$ cat src/hw/tcap_map.svh
// register offsets, field positions and timing for the capture/pulse timer
// assumes a 32-bit apb slave with word-aligned registers
`ifndef TCAP_MAP_SVH
`define TCAP_MAP_SVH
`define CTRL_OFS 12'h000
`define CMPA_OFS 12'h004
`define CMPB_OFS 12'h008
`define STAT_OFS 12'h00c
`define CTRL_START_LSB 4
`define CTRL_MODE_LSB 0
`define CTRL_CLKSEL_LSB 2
`define CTRL_FLOP_BIT 7
`define CTRL_EDGEMODE_BIT 8
`define CTRL_REPEAT_BIT 9
`define CTRL_ACAP_BIT 6
`define CTRL_MEASURE_BIT 10
`define CTRL_RESET 32'h00000000
`define CMP_RESET 16'hffff
`define DIV0 12'h7ff
`define DIV1 12'h07f
`define DIV2 12'h007
`endif

$ cat src/hw/tcap_pkg.sv
// types for the capture/pulse timer
// assumes tcap_map.svh supplies numeric constants
package tcap_pkg;
  typedef enum logic [1:0] {MODE_TIMER, MODE_EVENT, MODE_WINDOW, MODE_PULSE} mode_t;
  typedef struct packed {
    logic measureSel;
    logic [1:0] startCtl;
    logic [1:0] clkSel;
    logic [1:0] modeSel;
    logic flopCtl;
    logic autoCapture;
    logic edgeMode;
    logic repeatSel;
  } ctrl_t;
endpackage

$ cat src/hw/tick_divider.sv
// source clock enable divider for the timer
// assumes one system clock; emits one-cycle enables
`timescale 1ns/1ps
`include "tcap_map.svh"
module tick_divider (
  input wire logic clk,
  input wire logic reset,
  input wire logic [1:0] clkSel,
  output logic tick
);
  logic [11:0] cnt_q;
  logic [11:0] limit;
  always_comb begin
    case (clkSel)
      2'h0: limit = `DIV0;
      2'h1: limit = `DIV1;
      default: limit = `DIV2;
    endcase
  end
  always_ff @(posedge clk) begin
    if (reset || cnt_q >= limit) begin
      cnt_q <= 12'h000;
    end else begin
      cnt_q <= cnt_q + 12'h001;
    end
  end
  always_ff @(posedge clk) begin
    tick <= !reset && (cnt_q == limit);
  end
endmodule

$ cat src/hw/timer_counter_capture_pulse_gen.sv
// 16-bit counter: event, window, pulse-width and pulse generation modes
// assumes apb master at 40 MHz; counter input synchronous to clk
// Summary of operation
// - event edges count; match A interrupts, clears
// - match A checked on opposite input edge
// - auto-capture copies count to B each running tick outside mode 3
// - window mode counts ticks while pin high
// - window match A interrupts and clears counter
// - width mode starts on selected trigger edge
// - single-edge: capture, interrupt, set count to one, wait trigger
// - single-edge counter holds at one after capture
// - double-edge: capture both edges, clear on trigger
// - pulse mode starts by edge or command
// - continuous: invert on B, invert on A, clear
// - start cleared: stop, hold output level
// - one-shot: invert on A, self-clear start, stop
// - output pin is inverse of output flop
//
// Implementation choices: the APB interface to the registers and the address map.
`timescale 1ns/1ps
`include "tcap_map.svh"
module timer_counter_capture_pulse_gen
  import tcap_pkg::*;
(
  input wire logic clk,
  input wire logic reset,
  input wire logic psel,
  input wire logic penable,
  input wire logic pwrite,
  input wire logic [11:0] paddr,
  input wire logic [31:0] pwdata,
  output logic [31:0] prdata,
  output logic pready,
  output logic pslverr,
  input wire logic counterInputPin,
  output logic invertedPulseOutput,
  output logic counterInterrupt
);
  ctrl_t ctrl_q;
  logic [15:0] count_q;
  logic [15:0] cmpA_q;
  logic [15:0] cmpB_q;
  logic flop_q;
  logic pin_q;
  logic running_q;
  logic armed_q;
  logic phase_q;
  logic tick;
  logic rise;
  logic fall;
  logic trigEdge;
  logic oppEdge;
  logic matchA;
  logic matchB;
  logic stopReq;
  logic wr;
  logic rd;
  logic pulseMode;
  mode_t mode;

  tick_divider u_div (
    .clk(clk),
    .reset(reset),
    .clkSel(ctrl_q.clkSel),
    .tick(tick)
  );

  assign mode = mode_t'(ctrl_q.modeSel);
  assign rise = counterInputPin && !pin_q;
  assign fall = !counterInputPin && pin_q;
  // start field 01 picks rising, otherwise falling; 11 is command start in pulse mode
  assign trigEdge = (ctrl_q.startCtl == 2'h1) ? rise : fall;
  assign oppEdge = (ctrl_q.startCtl == 2'h1) ? fall : rise;
  assign matchA = (count_q == cmpA_q);
  assign matchB = (count_q == cmpB_q);
  assign wr = psel && penable && pwrite;
  assign rd = psel && !penable && !pwrite;
  // mode 3 with the measure bit set is width measurement, clear is pulse generation
  assign pulseMode = mode == MODE_PULSE && !ctrl_q.measureSel;
  assign stopReq = pulseMode && ctrl_q.repeatSel && running_q && tick && matchA;

  always_ff @(posedge clk) begin
    pin_q <= reset ? 1'b0 : counterInputPin;
  end

  // control register; hardware one-shot stop clears the start field
  always_ff @(posedge clk) begin
    if (reset) begin
      ctrl_q <= ctrl_t'(11'(`CTRL_RESET));
    end else if (stopReq) begin
      ctrl_q.startCtl <= 2'h0;
    end else if (wr && paddr == `CTRL_OFS) begin
      ctrl_q.startCtl <= pwdata[`CTRL_START_LSB +: 2];
      ctrl_q.clkSel <= pwdata[`CTRL_CLKSEL_LSB +: 2];
      ctrl_q.modeSel <= pwdata[`CTRL_MODE_LSB +: 2];
      ctrl_q.flopCtl <= pwdata[`CTRL_FLOP_BIT];
      ctrl_q.autoCapture <= pwdata[`CTRL_ACAP_BIT];
      ctrl_q.edgeMode <= pwdata[`CTRL_EDGEMODE_BIT];
      ctrl_q.repeatSel <= pwdata[`CTRL_REPEAT_BIT];
      ctrl_q.measureSel <= pwdata[`CTRL_MEASURE_BIT];
    end
  end

  always_ff @(posedge clk) begin
    if (reset) begin
      cmpA_q <= `CMP_RESET;
    end else if (wr && paddr == `CMPA_OFS) begin
      cmpA_q <= pwdata[15:0];
    end
  end

  // running state: event/window/width run at once, pulse generation waits for trigger or command
  always_ff @(posedge clk) begin
    if (reset || ctrl_q.startCtl == 2'h0) begin
      running_q <= 1'b0;
    end else if (pulseMode && !running_q) begin
      running_q <= (ctrl_q.startCtl == 2'h3) || trigEdge;
    end else if (!pulseMode) begin
      running_q <= 1'b1;
    end
  end

  // counter, capture and interrupt
  always_ff @(posedge clk) begin
    if (reset) begin
      count_q <= 16'h0000;
      cmpB_q <= `CMP_RESET;
      counterInterrupt <= 1'b0;
      armed_q <= 1'b0;
      phase_q <= 1'b0;
    end else begin
      counterInterrupt <= 1'b0;
      if (wr && paddr == `CMPB_OFS) begin
        cmpB_q <= pwdata[15:0];
      end
      if (!running_q) begin
        if (ctrl_q.startCtl == 2'h0) begin
          count_q <= 16'h0000;
          armed_q <= 1'b0;
          phase_q <= 1'b0;
        end
      end else begin
        case (mode)
          MODE_EVENT: begin
            if (trigEdge) begin
              count_q <= count_q + 16'h0001;
            end else if (oppEdge && matchA) begin
              count_q <= 16'h0000;
              counterInterrupt <= 1'b1;
            end
          end
          MODE_WINDOW: begin
            if (tick && pin_q) begin
              if (matchA) begin
                count_q <= 16'h0000;
                counterInterrupt <= 1'b1;
              end else begin
                count_q <= count_q + 16'h0001;
              end
            end
          end
          MODE_PULSE: begin
            if (!ctrl_q.measureSel) begin
              if (tick) begin
                count_q <= matchA ? 16'h0000 : count_q + 16'h0001;
                counterInterrupt <= matchA || matchB;
              end
            end else if (ctrl_q.edgeMode) begin
              if (!armed_q && trigEdge) begin
                armed_q <= 1'b1;
              end else if (armed_q && oppEdge) begin
                cmpB_q <= count_q;
                counterInterrupt <= 1'b1;
                count_q <= 16'h0001;
                armed_q <= 1'b0;
              end else if (armed_q && tick) begin
                count_q <= count_q + 16'h0001;
              end
            end else begin
              if (!armed_q && trigEdge) begin
                armed_q <= 1'b1;
              end else if (armed_q && oppEdge && !phase_q) begin
                cmpB_q <= count_q;
                counterInterrupt <= 1'b1;
                phase_q <= 1'b1;
              end else if (armed_q && trigEdge && phase_q) begin
                cmpB_q <= count_q;
                counterInterrupt <= 1'b1;
                count_q <= 16'h0000;
                phase_q <= 1'b0;
              end else if (armed_q && tick) begin
                count_q <= count_q + 16'h0001;
              end
            end
          end
          default: begin
            if (tick) begin
              count_q <= matchA ? 16'h0000 : count_q + 16'h0001;
              counterInterrupt <= matchA;
            end
          end
        endcase
        if (ctrl_q.autoCapture && tick && mode != MODE_PULSE) begin
          cmpB_q <= count_q;
        end
      end
    end
  end

  // output flop: preset only from timer mode, so a stopped pulse keeps its level
  always_ff @(posedge clk) begin
    if (reset) begin
      flop_q <= 1'b0;
    end else if (mode == MODE_TIMER && wr && paddr == `CTRL_OFS) begin
      flop_q <= pwdata[`CTRL_FLOP_BIT];
    end else if (mode == MODE_TIMER) begin
      flop_q <= ctrl_q.flopCtl;
    end else if (pulseMode && running_q && tick && (matchB || matchA)) begin
      flop_q <= !flop_q;
    end
  end

  always_ff @(posedge clk) begin
    invertedPulseOutput <= reset ? 1'b1 : !flop_q;
  end

  // apb read data and ready: no wait states, no errors
  always_ff @(posedge clk) begin
    if (reset) begin
      prdata <= 32'h00000000;
      pready <= 1'b0;
      pslverr <= 1'b0;
    end else begin
      pready <= psel && !penable;
      pslverr <= 1'b0;
      if (rd) begin
        case (paddr)
          `CTRL_OFS: prdata <= {21'h000000, ctrl_q.measureSel, ctrl_q.repeatSel, ctrl_q.edgeMode,
                                ctrl_q.flopCtl, ctrl_q.autoCapture, ctrl_q.startCtl,
                                ctrl_q.clkSel, ctrl_q.modeSel};
          `CMPA_OFS: prdata <= {16'h0000, cmpA_q};
          `CMPB_OFS: prdata <= {16'h0000, cmpB_q};
          `STAT_OFS: prdata <= {14'h0000, flop_q, running_q, count_q};
          default: prdata <= 32'h00000000;
        endcase
      end
    end
  end

  property p_ppg_toggle;
    @(posedge clk) disable iff (reset)
      (pulseMode && running_q && tick && (matchA || matchB))
        |=> flop_q != $past(flop_q) && counterInterrupt;
  endproperty
  a_ppg_toggle: assert property (p_ppg_toggle) else $error("pulse edge missed");

  property p_one_shot_stop;
    @(posedge clk) disable iff (reset) stopReq |=> ctrl_q.startCtl == 2'h0;
  endproperty
  a_one_shot_stop: assert property (p_one_shot_stop) else $error("one-shot did not stop");

  property p_output_inverse;
    @(posedge clk) disable iff (reset) 1'b1 |=> invertedPulseOutput == !$past(flop_q);
  endproperty
  a_output_inverse: assert property (p_output_inverse) else $error("output not inverse");

  property p_hold_stopped;
    @(posedge clk) disable iff (reset)
      (mode == MODE_PULSE && !running_q && $past(!running_q)) |=> $stable(flop_q);
  endproperty
  a_hold_stopped: assert property (p_hold_stopped) else $error("output moved while stopped");

  property p_window_clear;
    @(posedge clk) disable iff (reset)
      (running_q && mode == MODE_WINDOW && tick && pin_q && matchA)
        |=> count_q == 16'h0000 && counterInterrupt;
  endproperty
  a_window_clear: assert property (p_window_clear) else $error("window match missed");

  property p_window_gate;
    @(posedge clk) disable iff (reset)
      (running_q && mode == MODE_WINDOW && !pin_q && !$past(reset)) |=> $stable(count_q);
  endproperty
  a_window_gate: assert property (p_window_gate) else $error("counted outside window");

  property p_event_count;
    @(posedge clk) disable iff (reset)
      (running_q && mode == MODE_EVENT && trigEdge) |=> count_q == $past(count_q) + 16'h0001;
  endproperty
  a_event_count: assert property (p_event_count) else $error("event not counted");

  property p_event_irq_edge;
    @(posedge clk) disable iff (reset)
      (mode == MODE_EVENT && counterInterrupt) |-> $past(oppEdge);
  endproperty
  a_event_irq_edge: assert property (p_event_irq_edge) else $error("irq on wrong edge");

  property p_single_hold;
    @(posedge clk) disable iff (reset)
      (running_q && mode == MODE_PULSE && ctrl_q.edgeMode && armed_q && oppEdge)
        |=> count_q == 16'h0001 && counterInterrupt;
  endproperty
  a_single_hold: assert property (p_single_hold) else $error("single-edge hold wrong");

  property p_autocap;
    @(posedge clk) disable iff (reset)
      (running_q && ctrl_q.autoCapture && tick && mode == MODE_EVENT && !trigEdge
       && !oppEdge && !(wr && paddr == `CMPB_OFS)) |=> cmpB_q == $past(count_q);
  endproperty
  a_autocap: assert property (p_autocap) else $error("auto-capture missed");

  c_one_shot: cover property (@(posedge clk) stopReq);
  c_window_irq: cover property (@(posedge clk) mode == MODE_WINDOW && counterInterrupt);
  c_width_capture: cover property (@(posedge clk) mode == MODE_PULSE && counterInterrupt);
endmodule

$ cat config.mk
export PLATFORM = sky130hd
export DESIGN_NAME = timer_counter_capture_pulse_gen
export DESIGN_NICKNAME = d
export VERILOG_FILES = /design/src/hw/tcap_pkg.sv /design/src/hw/tick_divider.sv /design/src/hw/timer_counter_capture_pulse_gen.sv
export VERILOG_INCLUDE_DIRS = /design/src /design/src/hw
export SDC_FILE = /design/constraint.sdc
export NUM_CORES = 1
export LEC_CHECK = 0
export CORE_MARGIN = 2
export CORE_UTILIZATION = 28
export CTS_BUF_LIST = sky130_fd_sc_hd__clkbuf_16
export CTS_CLUSTER_DIAMETER = 100
export DETAILED_ROUTE_END_ITERATION = 8
export DONT_BUFFER_PORTS = 1
export PLACE_DENSITY = 0.41
export SLEW_MARGIN = 15
export SYNTH_ARGS = -nofsm -noshare
export SYNTH_HDL_FRONTEND = slang
export SYNTH_SLANG_ARGS = --single-unit
$ cat constraint.sdc
create_clock -name clk -period 4.2 [get_ports clk]
set_clock_uncertainty 0.2 [all_clocks]
set_input_delay 0.21 -clock clk [delete_from_list [all_inputs] [get_ports clk]]
set_output_delay 0.21 -clock clk [all_outputs]
set_load 0.01 [all_outputs]
==> out/metrics.cfg <==
[yosys]
yosys_warnings = 0
async_flop_share_pct = 0
synth_top_area_cell = dfxtp_1
synth-edff-count = 0
syn-cell-area_mm2 = 0.00580
netlist_top_cells_count = nor2_1 (102), dfxtp_1 (98), nand2_1 (77), clkbuf_1 (44), mux2i_1 (39)
yosysUniqueCellTypes = 65
syn_inst = 727
ys_ff_latch = 98
synth_top_area_share_pct = 33.8
ys_seq_area_share_pct = 33.8
synth_ff_type = dfxtp_1
synth_area_leaders = dfxtp_1 (34%), mux2i_1 (6.7%), nor2_1 (6.6%), nand2_1 (5.0%), xor2_1 (3.6%)
synth.most_common_cell = nor2_1
syn_area_per_cell_um2 = 7.98

[route]
drc = 0
first_pass_iters = 5
initialDrtViolationCount = 428
wl_per_cell_um = 18.7
wl_um = 18700
routed_via_density = 5.27
vias = 5253
postRouteAntennaNets = 0

[global_routing]
globalRouteTotalUtil_pct = 17.3
grt_max_degree = 40
antenna_found_initial = 1
grt_pass1_wl_um = 29100
overflow = 0
grt_pass1_vias = 4998

[place]
dpl_cell_area_mm2 = 0.00597
io_buffers = 0
dp_hpwl_um = 13200
dp.cells = 959
place_congestion = 0.860

[clocking]
clock-sinks = 98
cts_tree = yes
clk_latency_ps = 350
ctsResizeCount = 0
clk_path_buf_depth = 2
cts_buffers = 9
clkTransAtPathRegs_ps = 70
h-tree-depth = 3
cts_root_buf = clkbuf_16

[power_and_ir_drop]
switching_share_pct = 25.0
pwr-share-clk_pct = 44.2
p_per_area_mw_per_mm2 = 300
switching_power_uw = 487
irDropWorstVdd_uv = 172
power.total_mw = 1.94
p_seq_share_pct = 49.8
leakage_nw = 2.59
combinationalPowerShare_pct = 6.0
p_int_mw = 1.46

[timing]
fin_tns_setup_ps = 0
setup_violations = 0
period_minus_slack_ps = 3410
whs_ps = 11.9
tightest_slew_ps = 1120
rsz0062_at_grt = false
hold_viol = 0
slew_headroom_pct = 23.5
maxSlewViolCount = 0
timing.fmax_mhz = 293
post-route-period-util_pct = 81.3

[finish]
nNetsFinal = 781
num_antenna_cells = 0
drive_gt1_share_pct = 8.40
final_cells = 996
final_area_mm2 = 0.00649
syn2layout_area_growth_pct = 11.8

[floorplanning]
dieWidth_um = 148
io_pins = 86
core-area_mm2 = 0.0203
dieHeight_um = 148
dieArea_mm2 = 0.0219
rows = 52
start_util_pct = 28.6

[critical_path]
path_max_fanout = 11
crit_arrival_ps = 3510
cp.required_ps = 4300
crit_type = register to register
r2r_setup_slack_ps = 790
setup.worst_path.start_class = register
end_kind = register
reg2reg_depth = 7

[hold_path]
hold_class = primary input to register
min_path_cells = 2

[outcome]
outcome = complete, no violations

[run]
maxCapViolCount = 0

registers in the layout, summed over array words and instances, names as in the netlist:
| register | count |
|---|---|
| armed_q | 1 |
| cmpA_q | 16 |
| cmpB_q | 16 |
| count_q | 16 |
| counterInterrupt | 1 |
| ctrl_q | 9 |
| flop_q | 1 |
| invertedPulseOutput | 1 |
| mode | 2 |
| phase_q | 1 |
| pin_q | 1 |
| prdata | 18 |
| pready | 1 |
| running_q | 1 |
| u_div.cnt_q | 12 |
| u_div.tick | 1 |
routing by layer:
metal | share of wire [%] | track usage (%) | vias to the layer above
li1 | - | - | 2542
met1 | 46 | 23.4 | 2515
met2 | 46 | 27.8 | 177
met3 | 6.6 | 4.14 | 19
met4 | 1.4 | 4.29 | 0
met5 | 0 | 0 | -
cell families after synthesis:
family                   share of synthesized area [%]
AND/OR/NAND/NOR                                   24.8
AO/OA/AOI/OAI                                     16.8
other                                           0.0646
adder cells (fa/ha/maj)                           2.16
flip-flops                                        33.8
multiplexers                                      8.86
XOR/XNOR                                          6.34
buffers and inverters                             7.12
path summary, 6_finish.rpt:
check	to	from
max	count_q[10]$_SDFFE_PP0P_	count_q[6]$_SDFFE_PP0P_
min	flop_q$_SDFFE_PP0P_	pwdata[7]
max reg2reg	count_q[10]$_SDFFE_PP0P_	count_q[6]$_SDFFE_PP0P_
min reg2reg	invertedPulseOutput$_SDFF_PP1_	flop_q$_SDFFE_PP0P_
per-stage QoR:
| step | util [%] | worst slack (ps) |
|---|---|---|
| 2_1_floorplan | - | 1380 |
| 3_3_place_gp | 29.4 | 988 |
| 3_5_place_dp | 29.4 | 928 |
| 4_1_cts | 32.0 | 907 |
| 5_1_grt | 32.0 | 637 |
| 6_report | 32.0 | 787 |
placed cells by master, fill, tap and decap left out, drive strengths merged, types with 6 or more instances in the layout:
master and count:
a21oi 36, a221o 6, a221oi 10, a22oi 8
a31oi 9, and3 26, buf 20, clkbuf 9
conb 15, dfxtp 98, dlygate4sd3 20, ha 10
inv 9, mux2 7, mux2i 39, nand2 77
nand3 19, nand4 12, nor2 102, nor2b 6
nor3 16, nor4 11, o211ai 6, o21ai 32
or3 6, xnor2 18, xor2 24
area by class of cell:
type	instances	area (µm²)
Fill cell	2205	13800
Multi-Input combinational cell	563	3500
Sequential cell	98	1960
Timing Repair Buffer	40	363
Tap cell	270	338
Clock buffer	9	225
Clock inverter	7	68.8
Inverter	9	33.8
timing repair:
item	4_1_cts	5_1_grt
hold endpoints to repair	74	0
setup buffers	0	0
hold buffers	21	0
worst max-delay path: stages, from the launching register on:
cell	delay (ps)
dfxtp_1	580
xnor2_1	200
nand4_1	170
or4_4	650
and3_4	250
a2111oi_0	940
and3_1	270
a221o_1	100
power groups by stage:
stage,combinational [mW],sequential (mW),clock (mW)
6_report,0.117,0.967,0.860
5_1_grt,0.129,0.971,0.929
4_1_cts,0.118,0.967,0.889
3_5_place_dp,0.0880,0.988,0
3_3_place_gp,0.0872,0.988,0
2_1_floorplan,0.101,0.976,0
No activity file was read; power rests on OpenSTA's default activity.
